===== src/hw/rrm_pkg.sv =====
// Shared constants, layouts and reset image of the radio register bank
package rrm_pkg;

    // Command byte layout
    localparam int CMD_DIR_BIT = 7;          // 1 = write, 0 = read
    localparam int CMD_INC_BIT = 6;          // 1 = address auto increment

    // Register addresses
    localparam logic [5:0] ADDR_ID           = 6'h00;
    localparam logic [5:0] ADDR_SYN_LOW      = 6'h01;
    localparam logic [5:0] ADDR_SYN_HIGH     = 6'h02;
    localparam logic [5:0] ADDR_RADIO_CTL    = 6'h03;
    localparam logic [5:0] ADDR_RATE_SEL     = 6'h04;
    localparam logic [5:0] ADDR_DEV_CFG      = 6'h05;
    localparam logic [5:0] ADDR_SER_CTL      = 6'h06;
    localparam logic [5:0] ADDR_RX_IRQ_EN    = 6'h07;
    localparam logic [5:0] ADDR_RX_IRQ_STAT  = 6'h08;
    localparam logic [5:0] ADDR_RX_BYTE_A    = 6'h09;
    localparam logic [5:0] ADDR_RX_VALID_A   = 6'h0a;
    localparam logic [5:0] ADDR_RX_BYTE_B    = 6'h0b;
    localparam logic [5:0] ADDR_RX_VALID_B   = 6'h0c;
    localparam logic [5:0] ADDR_TX_IRQ_EN    = 6'h0d;
    localparam logic [5:0] ADDR_TX_IRQ_STAT  = 6'h0e;
    localparam logic [5:0] ADDR_TX_BYTE      = 6'h0f;
    localparam logic [5:0] ADDR_TX_VALID     = 6'h10;
    localparam logic [5:0] ADDR_CODE_LO      = 6'h11;
    localparam logic [5:0] ADDR_CODE_HI      = 6'h18;
    localparam logic [5:0] ADDR_THRESH_LO    = 6'h19;
    localparam logic [5:0] ADDR_THRESH_HI    = 6'h1a;
    localparam logic [5:0] ADDR_WAKE_EN      = 6'h1c;
    localparam logic [5:0] ADDR_WAKE_STAT    = 6'h1d;
    localparam logic [5:0] ADDR_ANALOG_CTL   = 6'h20;
    localparam logic [5:0] ADDR_CHANNEL      = 6'h21;
    localparam logic [5:0] ADDR_SIGNAL       = 6'h22;
    localparam logic [5:0] ADDR_PA_CTL       = 6'h23;
    localparam logic [5:0] ADDR_XTAL_TRIM    = 6'h24;
    localparam logic [5:0] ADDR_OSC_CAL      = 6'h26;
    localparam logic [5:0] ADDR_GAIN_CTL     = 6'h2e;
    localparam logic [5:0] ADDR_CARRIER      = 6'h2f;
    localparam logic [5:0] ADDR_CLK_MANUAL   = 6'h30;
    localparam logic [5:0] ADDR_CLK_GATE     = 6'h31;
    localparam logic [5:0] ADDR_SETTLE_CNT   = 6'h38;
    localparam logic [5:0] ADDR_SERIAL_LO    = 6'h3c;
    localparam logic [5:0] ADDR_SERIAL_HI    = 6'h3f;

    // Field positions
    localparam int CHAN_MODE_BIT = 7;        // 1 = direct divider tuning
    localparam int WAKE_OSC_BIT  = 0;        // Oscillator ready pending

    // Field masks; reserved bits are never stored
    localparam logic [7:0] MASK_FULL     = 8'hff;
    localparam logic [7:0] MASK_SYN_LOW  = 8'h1f;
    localparam logic [7:0] MASK_SYN_HIGH = 8'h7f;
    localparam logic [7:0] MASK_NONE     = 8'h00;

    // Reset values
    localparam logic [63:0] CODE_RESET     = 64'h1e8b6a3de0e9b222;
    localparam logic [7:0]  DEV_CFG_RESET  = 8'h01;
    localparam logic [7:0]  SER_CTL_RESET  = 8'h03;
    localparam logic [7:0]  THR_LO_RESET   = 8'h08;
    localparam logic [7:0]  THR_HI_RESET   = 8'h38;
    localparam logic [7:0]  WAKE_RESET     = 8'h01;
    localparam logic [7:0]  ANALOG_RESET   = 8'h04;
    localparam logic [7:0]  SETTLE_RESET   = 8'h64;
    localparam logic [7:0]  ZERO_RESET     = 8'h00;

    // Divider base count added to the channel number
    localparam logic [11:0] SYN_BASE_COUNT = 12'h940;

    // Radio-side state shown in read-only registers
    typedef struct packed {
        logic [7:0] rx_irq_status;
        logic [7:0] rx_byte_a;
        logic [7:0] rx_valid_a;
        logic [7:0] rx_byte_b;
        logic [7:0] rx_valid_b;
        logic [7:0] tx_irq_status;
        logic [7:0] signal_strength;
    } rrm_status_t;

    // Synthesizer setting handed to the radio
    typedef struct packed {
        logic       direct;
        logic [6:0] high;
        logic [4:0] low;
    } rrm_synth_t;

    // Reset value of a stored register
    function automatic logic [7:0] reg_reset(input int idx);
        logic [5:0] a;
        a = 6'(idx);
        if (a >= ADDR_CODE_LO && a <= ADDR_CODE_HI) begin
            return CODE_RESET[8*(idx-int'(ADDR_CODE_LO)) +: 8];
        end
        case (a)
            ADDR_DEV_CFG:    return DEV_CFG_RESET;
            ADDR_SER_CTL:    return SER_CTL_RESET;
            ADDR_THRESH_LO:  return THR_LO_RESET;
            ADDR_THRESH_HI:  return THR_HI_RESET;
            ADDR_ANALOG_CTL: return ANALOG_RESET;
            ADDR_SETTLE_CNT: return SETTLE_RESET;
            default:         return ZERO_RESET;
        endcase
    endfunction : reg_reset

    // Writable bits of each address; zero for read-only and unmapped
    function automatic logic [7:0] reg_wmask(input int idx);
        logic [5:0] a;
        a = 6'(idx);
        if (a >= ADDR_CODE_LO && a <= ADDR_CODE_HI) begin
            return MASK_FULL;
        end
        case (a)
            ADDR_SYN_LOW:    return MASK_SYN_LOW;
            ADDR_SYN_HIGH:   return MASK_SYN_HIGH;
            ADDR_RADIO_CTL, ADDR_RATE_SEL, ADDR_DEV_CFG, ADDR_SER_CTL,
            ADDR_RX_IRQ_EN, ADDR_TX_IRQ_EN, ADDR_TX_BYTE, ADDR_TX_VALID,
            ADDR_THRESH_LO, ADDR_THRESH_HI, ADDR_WAKE_EN,
            ADDR_ANALOG_CTL, ADDR_CHANNEL, ADDR_PA_CTL, ADDR_XTAL_TRIM,
            ADDR_OSC_CAL, ADDR_GAIN_CTL, ADDR_CARRIER, ADDR_CLK_MANUAL,
            ADDR_CLK_GATE, ADDR_SETTLE_CNT:
                             return MASK_FULL;
            default:         return MASK_NONE;
        endcase
    endfunction : reg_wmask

endpackage : rrm_pkg


===== src/hw/rrm_chan_div.sv =====
// Channel number to synthesizer divider counts
`timescale 1ns/1ps
module rrm_chan_div (
    input  wire logic [6:0] channel,   // Channel number without mode bit
    output logic      [4:0] low,       // Derived low divider count
    output logic      [6:0] high       // Derived high divider count
);

    logic [11:0] total;                // Whole divide ratio

    // Base plus channel, split at 32 into high and low counts
    always_comb begin
        total = rrm_pkg::SYN_BASE_COUNT + {5'h00, channel};
        low   = total[4:0];
        high  = total[11:5];
    end

endmodule : rrm_chan_div


===== src/hw/rrm_regs.sv =====
// Serial-link register bank with synthesizer divider selection
`timescale 1ns/1ps
module rrm_regs #(
    parameter logic [3:0]  SILICON_REV   = 4'h0,         // First revision
    parameter logic [3:0]  PRODUCT_CODE  = 4'h5,         // Arbitrary value
    parameter logic [31:0] SERIAL_NUMBER = 32'h0000_0000 // Arbitrary value
) (
    input  wire logic                         clk,
    input  wire logic                         srst,
    input  wire logic                         sck,
    input  wire logic                         mosi,
    input  wire logic                         ss_n,
    input  wire logic                         osc_ready,
    input  wire rrm_pkg::rrm_status_t         status,
    output logic                              miso,
    output logic                              miso_oe,
    output logic                              wake_pending,
    output rrm_pkg::rrm_synth_t               synth,
    output logic      [63:0]                  spreading_code,
    output logic      [63:0][7:0]             reg_image
);

    // Serial front end state
    logic        sck_q;          // Previous serial clock level
    logic [2:0]  bit_cnt;        // Bits taken in the current byte
    logic [6:0]  in_shift;       // Bits collected so far
    logic [7:0]  out_shift;      // Read byte being sent, msb first
    logic        have_cmd;       // Command byte already taken
    logic        cmd_write;      // Current transfer writes
    logic        cmd_inc;        // Current transfer auto increments
    logic [5:0]  addr;           // Register being addressed

    // Combinational decode
    logic        sck_rise;       // Sampling edge of serial clock
    logic        sck_fall;       // Shift-out edge of serial clock
    logic [7:0]  in_byte;        // Byte completed at this edge
    logic        byte_done;      // Eighth bit sampled
    logic        cmd_phase;      // Command byte completes now
    logic        data_phase;     // Data byte completes now
    logic [5:0]  next_addr;      // Address for the next data byte
    logic        wr_stb;         // Commit a write this cycle
    logic        rd_load;        // Fetch a read byte this cycle
    logic [7:0]  rd_value;       // Read mux result for next_addr

    // Divider path and wake flag
    logic        direct_mode;    // Dividers steer synthesizer
    logic [4:0]  calc_low;       // Low count derived from channel
    logic [6:0]  calc_high;      // High count derived from channel
    logic        wake_flag;      // Pending oscillator ready

    // Serial clock edges; inputs are already in the clock domain
    always_comb begin
        sck_rise = sck & ~sck_q & ~ss_n;
        sck_fall = ~sck & sck_q & ~ss_n;
    end

    // Byte assembly and phase decode
    always_comb begin
        in_byte    = {in_shift, mosi};
        byte_done  = sck_rise & (bit_cnt == 3'h7);
        cmd_phase  = byte_done & ~have_cmd;
        data_phase = byte_done & have_cmd;
    end

    // Address for the following byte of a burst
    always_comb begin
        if (cmd_phase) begin
            next_addr = in_byte[5:0];
        end else if (cmd_inc) begin
            next_addr = addr + 6'h01;
        end else begin
            next_addr = addr;
        end
    end

    // Write commits at the end of each data byte; reads prefetch
    always_comb begin
        wr_stb = data_phase & cmd_write;
        if (cmd_phase) begin
            rd_load = ~in_byte[rrm_pkg::CMD_DIR_BIT];
        end else begin
            rd_load = data_phase & ~cmd_write;
        end
    end

    // Previous serial clock level for edge detection
    always_ff @(posedge clk) begin
        if (srst) begin
            sck_q <= 1'b0;
        end else begin
            sck_q <= sck;
        end
    end

    // Bit counter and input shifter; select high aborts the byte
    always_ff @(posedge clk) begin
        if (srst || ss_n) begin
            bit_cnt  <= 3'h0;
            in_shift <= 7'h00;
        end else if (sck_rise) begin
            bit_cnt  <= bit_cnt + 3'h1;
            in_shift <= in_byte[6:0];
        end
    end

    // Command capture and burst address tracking
    always_ff @(posedge clk) begin
        if (srst || ss_n) begin
            have_cmd  <= 1'b0;
            cmd_write <= 1'b0;
            cmd_inc   <= 1'b0;
            addr      <= 6'h00;
        end else if (byte_done) begin
            // Burst runs until select rises; with increment set, one address per byte
            have_cmd <= 1'b1;
            addr     <= next_addr;
            if (cmd_phase) begin
                cmd_write <= in_byte[rrm_pkg::CMD_DIR_BIT];
                cmd_inc   <= in_byte[rrm_pkg::CMD_INC_BIT];
            end
        end
    end

    // Read byte loads on the last sampling edge, shifts on falls
    always_ff @(posedge clk) begin
        if (srst || ss_n) begin
            out_shift <= 8'h00;
            miso      <= 1'b0;
        end else if (rd_load) begin
            // First falling edge after this puts bit 7 out
            out_shift <= rd_value;
        end else if (sck_fall) begin
            miso      <= out_shift[7];
            out_shift <= {out_shift[6:0], 1'b0};
        end
    end

    // Drive the data-out pin only while selected
    always_ff @(posedge clk) begin
        if (srst) begin
            miso_oe <= 1'b0;
        end else begin
            miso_oe <= ~ss_n;
        end
    end

    // Stored registers, one per address; masks drop reserved bits
    for (genvar i = 0; i < 64; i++) begin : g_store
        localparam logic [7:0] RST  = rrm_pkg::reg_reset(i);
        localparam logic [7:0] MASK = rrm_pkg::reg_wmask(i);
        // Address with a zero mask never changes: read-only or hole
        always_ff @(posedge clk) begin
            if (srst) begin
                reg_image[i] <= RST;
            end else if (wr_stb && addr == 6'(i)) begin
                reg_image[i] <= in_byte & MASK;
            end
        end
    end

    // Code register bytes, lowest address least significant
    always_comb begin
        for (int b = 0; b < 8; b++) begin
            spreading_code[8*b +: 8] =
                reg_image[int'(rrm_pkg::ADDR_CODE_LO) + b];
        end
    end

    // Channel number feeds the divider calculation
    rrm_chan_div u_chan_div (
        .channel (reg_image[rrm_pkg::ADDR_CHANNEL][6:0]),
        .low     (calc_low),
        .high    (calc_high)
    );

    // Tuning source follows the channel mode bit
    always_comb begin
        direct_mode =
            reg_image[rrm_pkg::ADDR_CHANNEL][rrm_pkg::CHAN_MODE_BIT];
    end

    // Synthesizer setting registered so the radio sees clean levels
    always_ff @(posedge clk) begin
        if (srst) begin
            synth <= '0;
        end else if (direct_mode) begin
            synth.direct <= 1'b1;
            synth.high   <= reg_image[rrm_pkg::ADDR_SYN_HIGH][6:0];
            synth.low    <= reg_image[rrm_pkg::ADDR_SYN_LOW][4:0];
        end else begin
            synth.direct <= 1'b0;
            synth.high   <= calc_high;
            synth.low    <= calc_low;
        end
    end

    // Wake flag: oscillator event sets, a read fetch clears
    always_ff @(posedge clk) begin
        if (srst) begin
            wake_flag <= rrm_pkg::WAKE_RESET[rrm_pkg::WAKE_OSC_BIT];
        end else if (osc_ready) begin
            // Set wins so an event during the read is kept
            wake_flag <= 1'b1;
        end else if (rd_load && next_addr == rrm_pkg::ADDR_WAKE_STAT) begin
            wake_flag <= 1'b0;
        end
    end

    // Pending wake shown as a pin for polling-free designs
    always_ff @(posedge clk) begin
        if (srst) begin
            wake_pending <= 1'b0;
        end else begin
            wake_pending <= wake_flag;
        end
    end

    // Read mux for the byte about to be sent
    always_comb begin
        unique case (next_addr)
            rrm_pkg::ADDR_ID:
                rd_value = {SILICON_REV, PRODUCT_CODE};
            rrm_pkg::ADDR_SYN_LOW:
                // Channel mode shows derived count, not stored one
                rd_value = direct_mode
                    ? reg_image[rrm_pkg::ADDR_SYN_LOW]
                    : {3'h0, calc_low};
            rrm_pkg::ADDR_SYN_HIGH:
                rd_value = direct_mode
                    ? reg_image[rrm_pkg::ADDR_SYN_HIGH]
                    : {1'b0, calc_high};
            rrm_pkg::ADDR_RX_IRQ_STAT:
                rd_value = status.rx_irq_status;
            rrm_pkg::ADDR_RX_BYTE_A:
                rd_value = status.rx_byte_a;
            rrm_pkg::ADDR_RX_VALID_A:
                rd_value = status.rx_valid_a;
            rrm_pkg::ADDR_RX_BYTE_B:
                rd_value = status.rx_byte_b;
            rrm_pkg::ADDR_RX_VALID_B:
                rd_value = status.rx_valid_b;
            rrm_pkg::ADDR_TX_IRQ_STAT:
                rd_value = status.tx_irq_status;
            rrm_pkg::ADDR_WAKE_STAT:
                rd_value = {7'h00, wake_flag};
            rrm_pkg::ADDR_SIGNAL:
                rd_value = status.signal_strength;
            rrm_pkg::ADDR_SERIAL_LO:
                rd_value = SERIAL_NUMBER[7:0];
            rrm_pkg::ADDR_SERIAL_LO + 6'h01:
                rd_value = SERIAL_NUMBER[15:8];
            rrm_pkg::ADDR_SERIAL_LO + 6'h02:
                rd_value = SERIAL_NUMBER[23:16];
            rrm_pkg::ADDR_SERIAL_HI:
                rd_value = SERIAL_NUMBER[31:24];
            default:
                // Holes hold reset zero and never take writes
                rd_value = reg_image[next_addr];
        endcase
    end

endmodule : rrm_regs


===== config.mk =====
export PLATFORM = sky130hd
export DESIGN_NAME = rrm_regs
export DESIGN_NICKNAME = d
export VERILOG_FILES = /design/src/hw/rrm_pkg.sv /design/src/hw/rrm_chan_div.sv /design/src/hw/rrm_regs.sv
export SDC_FILE = /design/constraint.sdc
export NUM_CORES = 1
export LEC_CHECK = 0
export ABC_CLOCK_PERIOD_IN_PS = 7400
export BUFFER_PORTS_ARGS = -buffer_cell sky130_fd_sc_hd__buf_4
export CAP_MARGIN = 20
export CORE_AREA = 2 2 253 255
export CTS_BUF_LIST = sky130_fd_sc_hd__clkbuf_8
export DETAILED_ROUTE_END_ITERATION = 12
export DIE_AREA = 0 0 255 257
export PLACE_DENSITY = 0.57
export SYNTH_ARGS = -nofsm -noshare
export SYNTH_HDL_FRONTEND = slang
export SYNTH_SLANG_ARGS = --single-unit

===== constraint.sdc =====
create_clock -name clk -period 7.4 [get_ports clk]
set_input_delay 0.37 -clock clk [delete_from_list [all_inputs] [get_ports clk]]
set_output_delay 0.37 -clock clk [all_outputs]
set_load 0.005 [all_outputs]

# Word-level counts from Yosys, hierarchy flattened
# Index checks and enable logic that the tools add are counted.
totals:
  register_bits: 289
  rom_bits: 0
  output_inout_bits: 592
  mem_bits_rw: 0
  memories: 0
  latchBits: 0
  input_bits: 62
op_classes:
  n_eq_ne: 46
  n_reduce_logical: 39
  multipliers: 0
  muxes: 11
  magnitude_cmp: 1
  n_addsub: 3
  div_mod_pow: 0
  bitwise: 16
  shifts: 0
ops:
  columns: ["cell", "count"]
  rows:
  - ["$pmux 8 s12", 1]
  - ["$eq 6x6->1 const B", 15]
  - ["$eq 6x5->1 const B", 13]
  - ["$bmux 8 s6", 1]
  - ["$eq 6x4->1 const B", 8]
  - ["$logic_and 1x1->1", 32]
  - ["$eq 6x3->1 const B", 4]
  - ["$mux 8", 3]
  - ["$eq 6x2->1 const B", 3]
  - ["$mux 13", 1]
  - ["$add 12x7->12 const A", 1]
  - ["$eq 6x1->1 const B", 2]
  - ["$mux 6", 2]
  - ["$and 1x1->1", 9]
  - ["$lt 6x7->1 const B", 1]
  - ["$mux 7", 1]
  - ["$not 1->1", 7]
  - ["$add 6x1->6 const B", 1]
  - ["$logic_not 6->1", 1]
  - ["$mux 5", 1]
  - ["$reduce_and 2->1", 2]
  - ["$reduce_or 4->1", 1]
  - ["$add 3x1->3 const B", 1]
  - ["$eq 3x3->1 const B", 1]
  - ["4 further kinds", 4]

# Logic depth before layout (Yosys ltp)
# Gate-level depths: netlist of run 1.
logic_depth:
  word_depth: 10
  mapped_depth: 14

# Modules after synthesis
# Synthesis of run 1 repeated with hierarchy kept, for this count alone.
unflattened:
  hier_cells: 2050
  hier_area_um2: 16359.4
by_module_without_submodules:
  columns: ["module", "cells_each", "area_per_inst_um2", "instances"]
  rows:
  - ["rrm_regs", 2036, 16265.6, 1]
  - ["rrm_chan_div", 14, 93.8, 1]

# Worst setup path before layout of run 1
# No wires, ideal clock.
synth_path:
  path_kind: "reg2reg"
  start: "reg addr[0]"
  end: "reg out_shift[1]"
  n_path_buf: 3
  stages_incl_launch_ff: 14
  arrival_ns: 2.671
  path_slack_ns: 4.609
  cell_sequence: "dfxtp_1 buf_2 inv_1 ha_1 mux2i_1 o211a_1 a21boi_0 or2_2 clkbuf_1 o311ai_1 and2_1 buf_2 o21ai_0 o31a_1"
synth_via:
  elab_chain_len: 7
  word_cells_on_any_way: 23
synth_rtl:
  columns: ["item", "line_no", "rtl"]
  rows:
  - ["start: declaration", "rrm_regs.sv:31", "logic [5:0] addr;"]
  - ["start signal: assignment", "rrm_regs.sv:116", "addr <= next_addr;"]
  - ["$add 6x1->6", "rrm_regs.sv:70", "next_addr = addr + 6'h01;"]
  - ["$mux 6 *", "rrm_regs.sv:69", "end else if (cmd_inc) begin"]
  - ["$mux 6 *", "rrm_regs.sv:67", "if (cmd_phase) begin"]
  - ["$bmux 8 s6 or $eq 6x6->1 (tied branches)", "rrm_regs.sv:258, rrm_regs.sv:220", null]
  - ["$mux 8 (not written as such) or $reduce_or 4->1 (tied branches)", null, null]
  - ["$pmux 8 s12 *", "rrm_regs.sv:220", "unique case (next_addr)"]
  - ["$mux 8 *", "rrm_regs.sv:129", "end else if (rd_load) begin"]
  - ["end signal: assignment", "rrm_regs.sv:131", "out_shift <= rd_value;"]
  - ["end signal: assignment", "rrm_regs.sv:134", "out_shift <= {out_shift[6:0], 1'b0};"]
  - ["end: declaration", "rrm_regs.sv:27", "logic [7:0] out_shift;"]
# Every way passes the cells marked *; elsewhere a longest branch is shown, timed or not. The select of a mux whose other input is x is not followed.
# A chain may end at the register's enable or synchronous reset.

# Worst setup path in the final report of run 1
layout_path:
  start: "reg addr[0]"
  end: "reg out_shift[2]"
# Same word-level chain as after synthesis.

==> results.md, run 1 <==
- Final cell count without fillers: between 3000 and 4000
- Largest area contributor in the netlist: dfxtp_1
- Wire per inst: ~25 um
- Layout net count: between 2000 and 2500
- Unrepaired setup endpoints after global routing: false
- Setup TNS: 0 ps
- Synth area leaders: dfxtp_1 36%, buf_4 16%, mux2i_1 7.4%
- CP Cell Sequence: inv_1 > ha_1 > mux2_2 > a211oi_1 > or2_2 > and3_1 > a22oi_1 > a31oi_1 > nor4_1 > a211oi_1
- GP Congestion: 0.934
- Clock Pin Slew Worst Setup and Hold Paths: roughly 70 ps
- Area Growth Syn to Fin: 19.7%
- Setup CP Type: register to register
- Final slew viol count: 0
- Total I/O pin count: 654
- Fmax: roughly 0.25 GHz
- Status: complete, no violations
- Top_reg_cell synth: dfxtp_1
- Lkg Pwr: slightly above 8 nW
- Placed insts: ~3000
- Share of flip-flops with an asynchronous set or reset: 0%
- Final setup vio count: 0
- CP Data Arrival Time: 4550 ps
- Clock share of power: approximately half
- Pwr Total: roughly 3.3 mW
- Power per cell area: 167 mW/mm^2
- CP required: a little under 8000 ps
- Via density: between 4 and 5
- MaxCap Viol Count: 0
- CTS tree: yes
- Num CTS Buffers: 50
- Critical path's most frequent cell: a211oi_1
- Worst Path Max Fanout: 31
- Max_slew headroom: between 20% and 30%
- Period Utilization, post-route: a little over half
- Total gr overflow: 0
- Netlist cell types: 86
- Crit path time final: between 4000 and 5000 ps
- Number of synthesized flops with an enable pin: 0
- Starting DRT DRC Count: 1964
- Synth Area per Inst: ~8.2 um^2
- Area share of the largest cell type after synthesis: a little over a third
- Syn Inst Count: 1992
- Clock Latency Late Sink: 630 ps
- I/O Buffers: 385
- Setup Buffers After CTS: 0
- Die Width: 255 um
- Sw power: around 810 uW
- Worst vdd ir: about 0.12 mV
- Max clock buf depth: 3
- Worst Hold Class: primary input to register
- Worst-Margin Slew: ~1100 ps
- Overall die area: roughly 0.066 mm^2
- Post-CTS Hold Fix Bufs: 2
- Combinational power share: under 10%
- Fillers: just under 7000
- Sequential power share: about 48%
- Via count: between 15000 and 20000
- Worst Clk Skew: 23.0 ps
- Die H: between 200 and 300 um
- Worst path slowest cell: or2_2
- Num Clock Sinks: 289
- Layout cells sized above 1: around a quarter
- Critical Path Start Type: register
- Vias in the first global route: between 10000 and 15000
- Global Route Usage Sum: between 20 and 25%
- Core outline area: approximately 0.063 mm^2
- Pre-antenna DRT Iters: 6
- CTS root buf: clkbuf_8
- Half-perimeter wire length after placement: roughly 58000 um
- Top cells by count, synth: 336 x buf_4, 289 x dfxtp_1, 229 x nor2_1
- Initial antenna violation count: 3
- Pin count of the biggest net entering global routing: between 150 and 200
- YS warnings: 0
- Switching part of the total power: approximately a quarter
- Global-route wire length before repair: between 100000 and 150000 um
- Syn Std Cell Area: roughly 0.016 mm^2
- Site row count: 92
- DRC Markers: 0
- Slowest stage delay, CP: between 700 and 800 ps
- Final hold viol count: 0
- Internal power: between 2 and 2.5 mW
- Initial Utilization: between 20% and 30%
- Htree depth: 2
- Drt total wl: just under 80000 um
- CP endpoint kind: register
- Final ANT Viol Nets: 0
- Sequential share of the synthesized area: between 30% and 40%
- Number of synthesized register bits: between 200 and 300
- PostCTS Resize Cnt: 0
- Top-count cell post-synth: buf_4
[kinds of logic after synthesis]
family / Yosys count / share of synthesized area (%)
muxes: 133 / 8.31
DFF: 289 / 35.6
adders and majority gates: 6 / 0.462
buffers and inverters: 496 / 19.5
other: 1 / 0.0231
and+or+nand+nor: 640 / 17.8
AOI/OAI and AO/OA: 422 / 18.0
xor gates and xnor gates: 5 / 0.269
[worst paths after layout]
check | start | endpoint | slack, ps | cells after the start
worst max-delay path | addr[0] | out_shift[2] | 3370 | 10
worst min-delay path | ss_n | in_shift[5] | 200 | 3
worst max register to register | addr[0] | out_shift[2] | 3370 | 10
worst min register to register | bit_cnt[1] | bit_cnt[1] | 470 | 2
[through the flow]
stage	utilization (%)	hold WS (ps)	area [um^2]	setup slack, ps
after floorplan	-	427	17300	4610
after global placement	29.3	452	18400	3460
after detailed placement	29.3	455	18400	3500
after CTS	31.0	167	19500	3460
after global routing	31.0	208	19500	3130
final	31.0	199	19500	3370
[power by group through the flow]
| stage | combinational (mW) | sequential (mW) | clock, mW |
|---|---|---|---|
| global placement | 0.122 | 1.60 | 0 |
| finish | 0.125 | 1.56 | 1.57 |
| detailed placement | 0.120 | 1.60 | 0 |
| floorplan | 0.168 | 1.59 | 0 |
| global route | 0.138 | 1.56 | 1.65 |
| CTS | 0.122 | 1.56 | 1.58 |
[state kept, by name, indices dropped and copies added, names as in the netlist, 3 cells and up]
signal     flops
bit_cnt        3
synth         13
addr           6
out_shift      8
in_shift       7
reg_image    244
[placed cells by master, fill, tap and decap left out, types with 9 or more instances in the layout]
| master | count |
|---|---|
| nand3b_1 | 13 |
| dfxtp_1 | 286 |
| a22o_1 | 28 |
| o21ai_0 | 35 |
| nand2_1 | 198 |
| a221oi_1 | 20 |
| nor2_1 | 229 |
| a31oi_1 | 11 |
| a222oi_1 | 15 |
| nor3_1 | 16 |
| a211o_1 | 35 |
| conb_1 | 268 |
| buf_4 | 415 |
| and3_1 | 17 |
| nand3_1 | 87 |
| nand4_1 | 9 |
| a21oi_1 | 147 |
| mux2_2 | 12 |
| clkbuf_8 | 66 |
| inv_1 | 26 |
| a211oi_1 | 9 |
| mux2i_1 | 120 |
| a22oi_1 | 34 |
| and2_1 | 11 |
| nor2b_1 | 12 |
[critical path: cells and delay by family (launching register included)]
kind                     cells  cell delay [ps]
AO/OA/AOI/OAI                4             1050
adder cells (fa/ha/maj)      1              380
buffers and inverters        1              140
flip-flops                   1              610
multiplexers                 1              290
AND/OR/NAND/NOR              3             1450
[area by class of cell]
type / count / area (um^2) / share of cell area (%)
inverter: 13 / 48.8 / 0.251
tap: 846 / 1060 / 5.44
clock buffer: 66 / 908 / 4.66
clock inverter: 21 / 145 / 0.745
antenna: 2 / 5.00 / 0.0257
sequential: 289 / 5790 / 29.7
multi-input combinational: 1474 / 8350 / 42.9
timing repair buffer: 420 / 3170 / 16.3
[routing by layer]
layer / global-route usage [%] / routed length (um) / up-vias
met4: 8.61 / 3200 / 2
li1: - / - / 6904
met5: 0 / 8 / -
met3: 4.88 / 7210 / 152
met2: 35.2 / 35300 / 1003
met1: 29.9 / 31800 / 7491
(Power assumes the default switching activity.)
==> inputs of run 2 (changes only) <==
--- a/config.mk
+++ b/config.mk
@@ -5,14 +5,14 @@
 export SDC_FILE = /design/constraint.sdc
 export NUM_CORES = 1
 export LEC_CHECK = 0
-export ABC_CLOCK_PERIOD_IN_PS = 7400
+export ABC_CLOCK_PERIOD_IN_PS = 3380
 export BUFFER_PORTS_ARGS = -buffer_cell sky130_fd_sc_hd__buf_4
 export CAP_MARGIN = 20
 export CORE_AREA = 2 2 253 255
 export CTS_BUF_LIST = sky130_fd_sc_hd__clkbuf_8
 export DETAILED_ROUTE_END_ITERATION = 12
 export DIE_AREA = 0 0 255 257
-export PLACE_DENSITY = 0.57
+export PLACE_DENSITY = 0.59
 export SYNTH_ARGS = -nofsm -noshare
 export SYNTH_HDL_FRONTEND = slang
 export SYNTH_SLANG_ARGS = --single-unit
==> constraint.sdc (replaced) <==
create_clock -name clk -period 3.38 [get_ports clk]
set_input_delay 0.169 -clock clk [delete_from_list [all_inputs] [get_ports clk]]
set_output_delay 0.169 -clock clk [all_outputs]
set_load 0.005 [all_outputs]
==> run 2 against run 1 <==
  * Power is 120% higher
  * Global-route usage is 0.40 points higher
  * Via count is 2.6% higher
  * Critical endpoint is now out_shift[6]
  * Highest routed layer unchanged
  * Largest cell class unchanged
==> results.md, run 2 (synthesis results as in run 1) <==
- Final setup vio count: 0 (unchanged)
- Overall die area: 0.0655 mm^2 (unchanged)
- Power per cell area: 352 mW/mm^2 (was 167 mW/mm^2)
- CTS root buf: clkbuf_8 (unchanged)
- Starting DRT DRC Count: 1807 (was 1964)
- Die H: 257 um (unchanged)
- Site row count: 92 (unchanged)
- Die Width: 255 um (unchanged)
- Final Util: 32.8% (was 31.0%)
- Global-route wire length before repair: 109000 um (was 108000 um)
- Vias in the first global route: 14600 (was 14000)
- Worst-Margin Slew: 932 ps (was 1140 ps)
- CP required: 3890 ps (was 7920 ps)
- Worst path slowest cell: xnor2_1 (was or2_2)
- Worst vdd ir: 0.277 mV (was 0.116 mV)
- Core outline area: 0.0627 mm^2 (unchanged)
- Reg with most FFs: reg_image (unchanged)
- Pre-antenna DRT Iters: 7 (was 6)
- Pin count of the biggest net entering global routing: 134 (was 164)
- I/O Buffers: 385 (unchanged)
- Period Utilization, post-route: 98.3% (was 54.5%)
- Lkg Pwr: 8.83 nW (was 8.16 nW)
- Max_slew headroom: 37.8% (was 23.9%)
- Slowest stage delay, CP: 450 ps (was 760 ps)
- Number of flip-flops in the largest register: 244 (unchanged)
- Global Route Usage Sum: 22.8% (was 22.4%)
- Final hold viol count: 0 (unchanged)
- Max clock buf depth: 3 (unchanged)
- Crit path time final: 3320 ps (was 4030 ps)
- Total I/O pin count: 654 (unchanged)
- Setup Buffers After CTS: 0 (unchanged)
- CTS tree: yes (unchanged)
- Setup CP Type: register to register (unchanged)
- Half-perimeter wire length after placement: 60400 um (was 57600 um)
- Drt total wl: 78500 um (was 77500 um)
- Total gr overflow: 0 (unchanged)
- Most common cell after layout, fill and taps aside: buf_4 (unchanged)
- Via density: 4.88 (was 4.97)
- Htree depth: 2 (unchanged)
- Commonest non-fill, non-tap cells in the layout: 533 x buf_4, 289 x dfxtp_1, 268 x conb_1, 229 x nor2_1, 197 x nand2_1 (was 415 x buf_4, 286 x dfxtp_1, 268 x conb_1, 229 x nor2_1, 198 x nand2_1)
- Layout net count: 2442 (was 2316)
- Area Growth Syn to Fin: 26.5% (was 19.7%)
- Wire per inst: 24.0 um (was 24.7 um)
- Via count: 16000 (was 15600)
- Worst Clk Skew: 28.3 ps (was 23.0 ps)
- MaxCap Viol Count: 0 (unchanged)
- Num Clock Sinks: 289 (unchanged)
- Layout cells sized above 1: 27.4% (was 23.3%)
- GP Congestion: 0.975 (was 0.934)
- Largest regs: reg_image (244), synth (13), out_shift (8) (unchanged)
- Clock Latency Late Sink: 640 ps (was 630 ps)
- Final ANT Viol Nets: 0 (unchanged)
- CP Data Arrival Time: 3830 ps (was 4550 ps)
- Status: complete, no violations (unchanged)
- Clock Pin Slew Worst Setup and Hold Paths: 60 ps (was 70 ps)
- Fmax: 0.301 GHz (was 0.248 GHz)
- Reg2Reg Setup Slack: 60 ps (was 3370 ps)
- Num CTS Buffers: 51 (was 50)
- Worst Path Max Fanout: 8 (was 31)
- Final slew viol count: 0 (unchanged)
- Unrepaired setup endpoints after global routing: false (unchanged)
- Initial antenna violation count: 4 (was 3)
- Worst Hold Class: primary input to register (unchanged)
- Initial Utilization: 25.9% (unchanged)
- Critical path's most frequent cell: buf_4 (was a211oi_1)
- CP endpoint kind: register (unchanged)
- DRC Markers: 0 (unchanged)
- CP Cell Sequence: ha_1 > buf_4 > nand4_1 > xnor2_1 > nand4b_1 > and2_1 > buf_4 > a31oi_1 > buf_4 > nor4_2 > a211oi_1 (was inv_1 > ha_1 > mux2_2 > a211oi_1 > or2_2 > and3_1 > a22oi_1 > a31oi_1 > nor4_1 > a211oi_1)
- Pwr Total: 7.23 mW (was 3.26 mW)
- Critical Path Start Type: register (unchanged)
[run 2: timing repair]
item,4_1_cts,5_1_grt
setup endpoints to repair,1,8
hold endpoints to repair,31,0
gates resized for setup,1,9
hold buffers,5,0
[run 2: critical path: cells and delay by family, from the launching register on]
family	cells	cell delay, ps
AND/OR/NAND/NOR	4	1210
adder cells (fa/ha/maj)	1	310
buffers and inverters	3	610
flip-flops	1	400
XOR/XNOR	1	450
AO/OA/AOI/OAI	2	200
[run 2: per-layer routing]
metal  global-route usage (%)  wire [um]  vias to the layer above
li1                         -          -                     7179
met1                     30.5      32600                     7707
met2                     36.2      36100                      936
met3                     4.64       7040                      130
met4                     8.12       2770                        2
met5                        0         10                        -
[run 2: stage by stage]
stage / setup slack, ps / std cells / TNS, ps / hold WS [ps] / area [um^2]
after global placement: 60.7 / 3162 / 0 / 414 / 19400
after detailed placement: -11.8 / 3162 / -11.8 / 413 / 19400
after CTS: 27.8 / 3263 / 0 / 16.4 / 20500
after floorplan: 589 / 2259 / 0 / 255 / 17300
final: 57.0 / 3266 / 0 / 43.6 / 20600
after global routing: 4.75 / 3266 / 0 / 46.1 / 20600
[run 2: path summary, 6_finish.rpt]
kind / from / end / cells past startpoint
worst min register to register: miso / miso / 2
worst min-delay path: status[34] / out_shift[2] / 5
worst max register to register: addr[1] / out_shift[6] / 11
worst max-delay path: addr[1] / out_shift[6] / 11
[run 2: final cells by class]
type | instances | area (um^2)
clock inverters | 33 | 234
diodes | 3 | 7.51
fillers | 6679 | 42200
flip-flops and latches | 289 | 5790
inverters | 13 | 48.8
multi-input cells | 1474 | 8380
well taps | 846 | 1060
clock buffers | 63 | 867
repair buffers | 545 | 4180
[run 2: power by group]
group | switching (mW) | internal [mW]
registers | 0.00485 | 3.41
clock network | 1.61 | 1.92
logic | 0.206 | 0.0723
total | 1.82 | 5.41
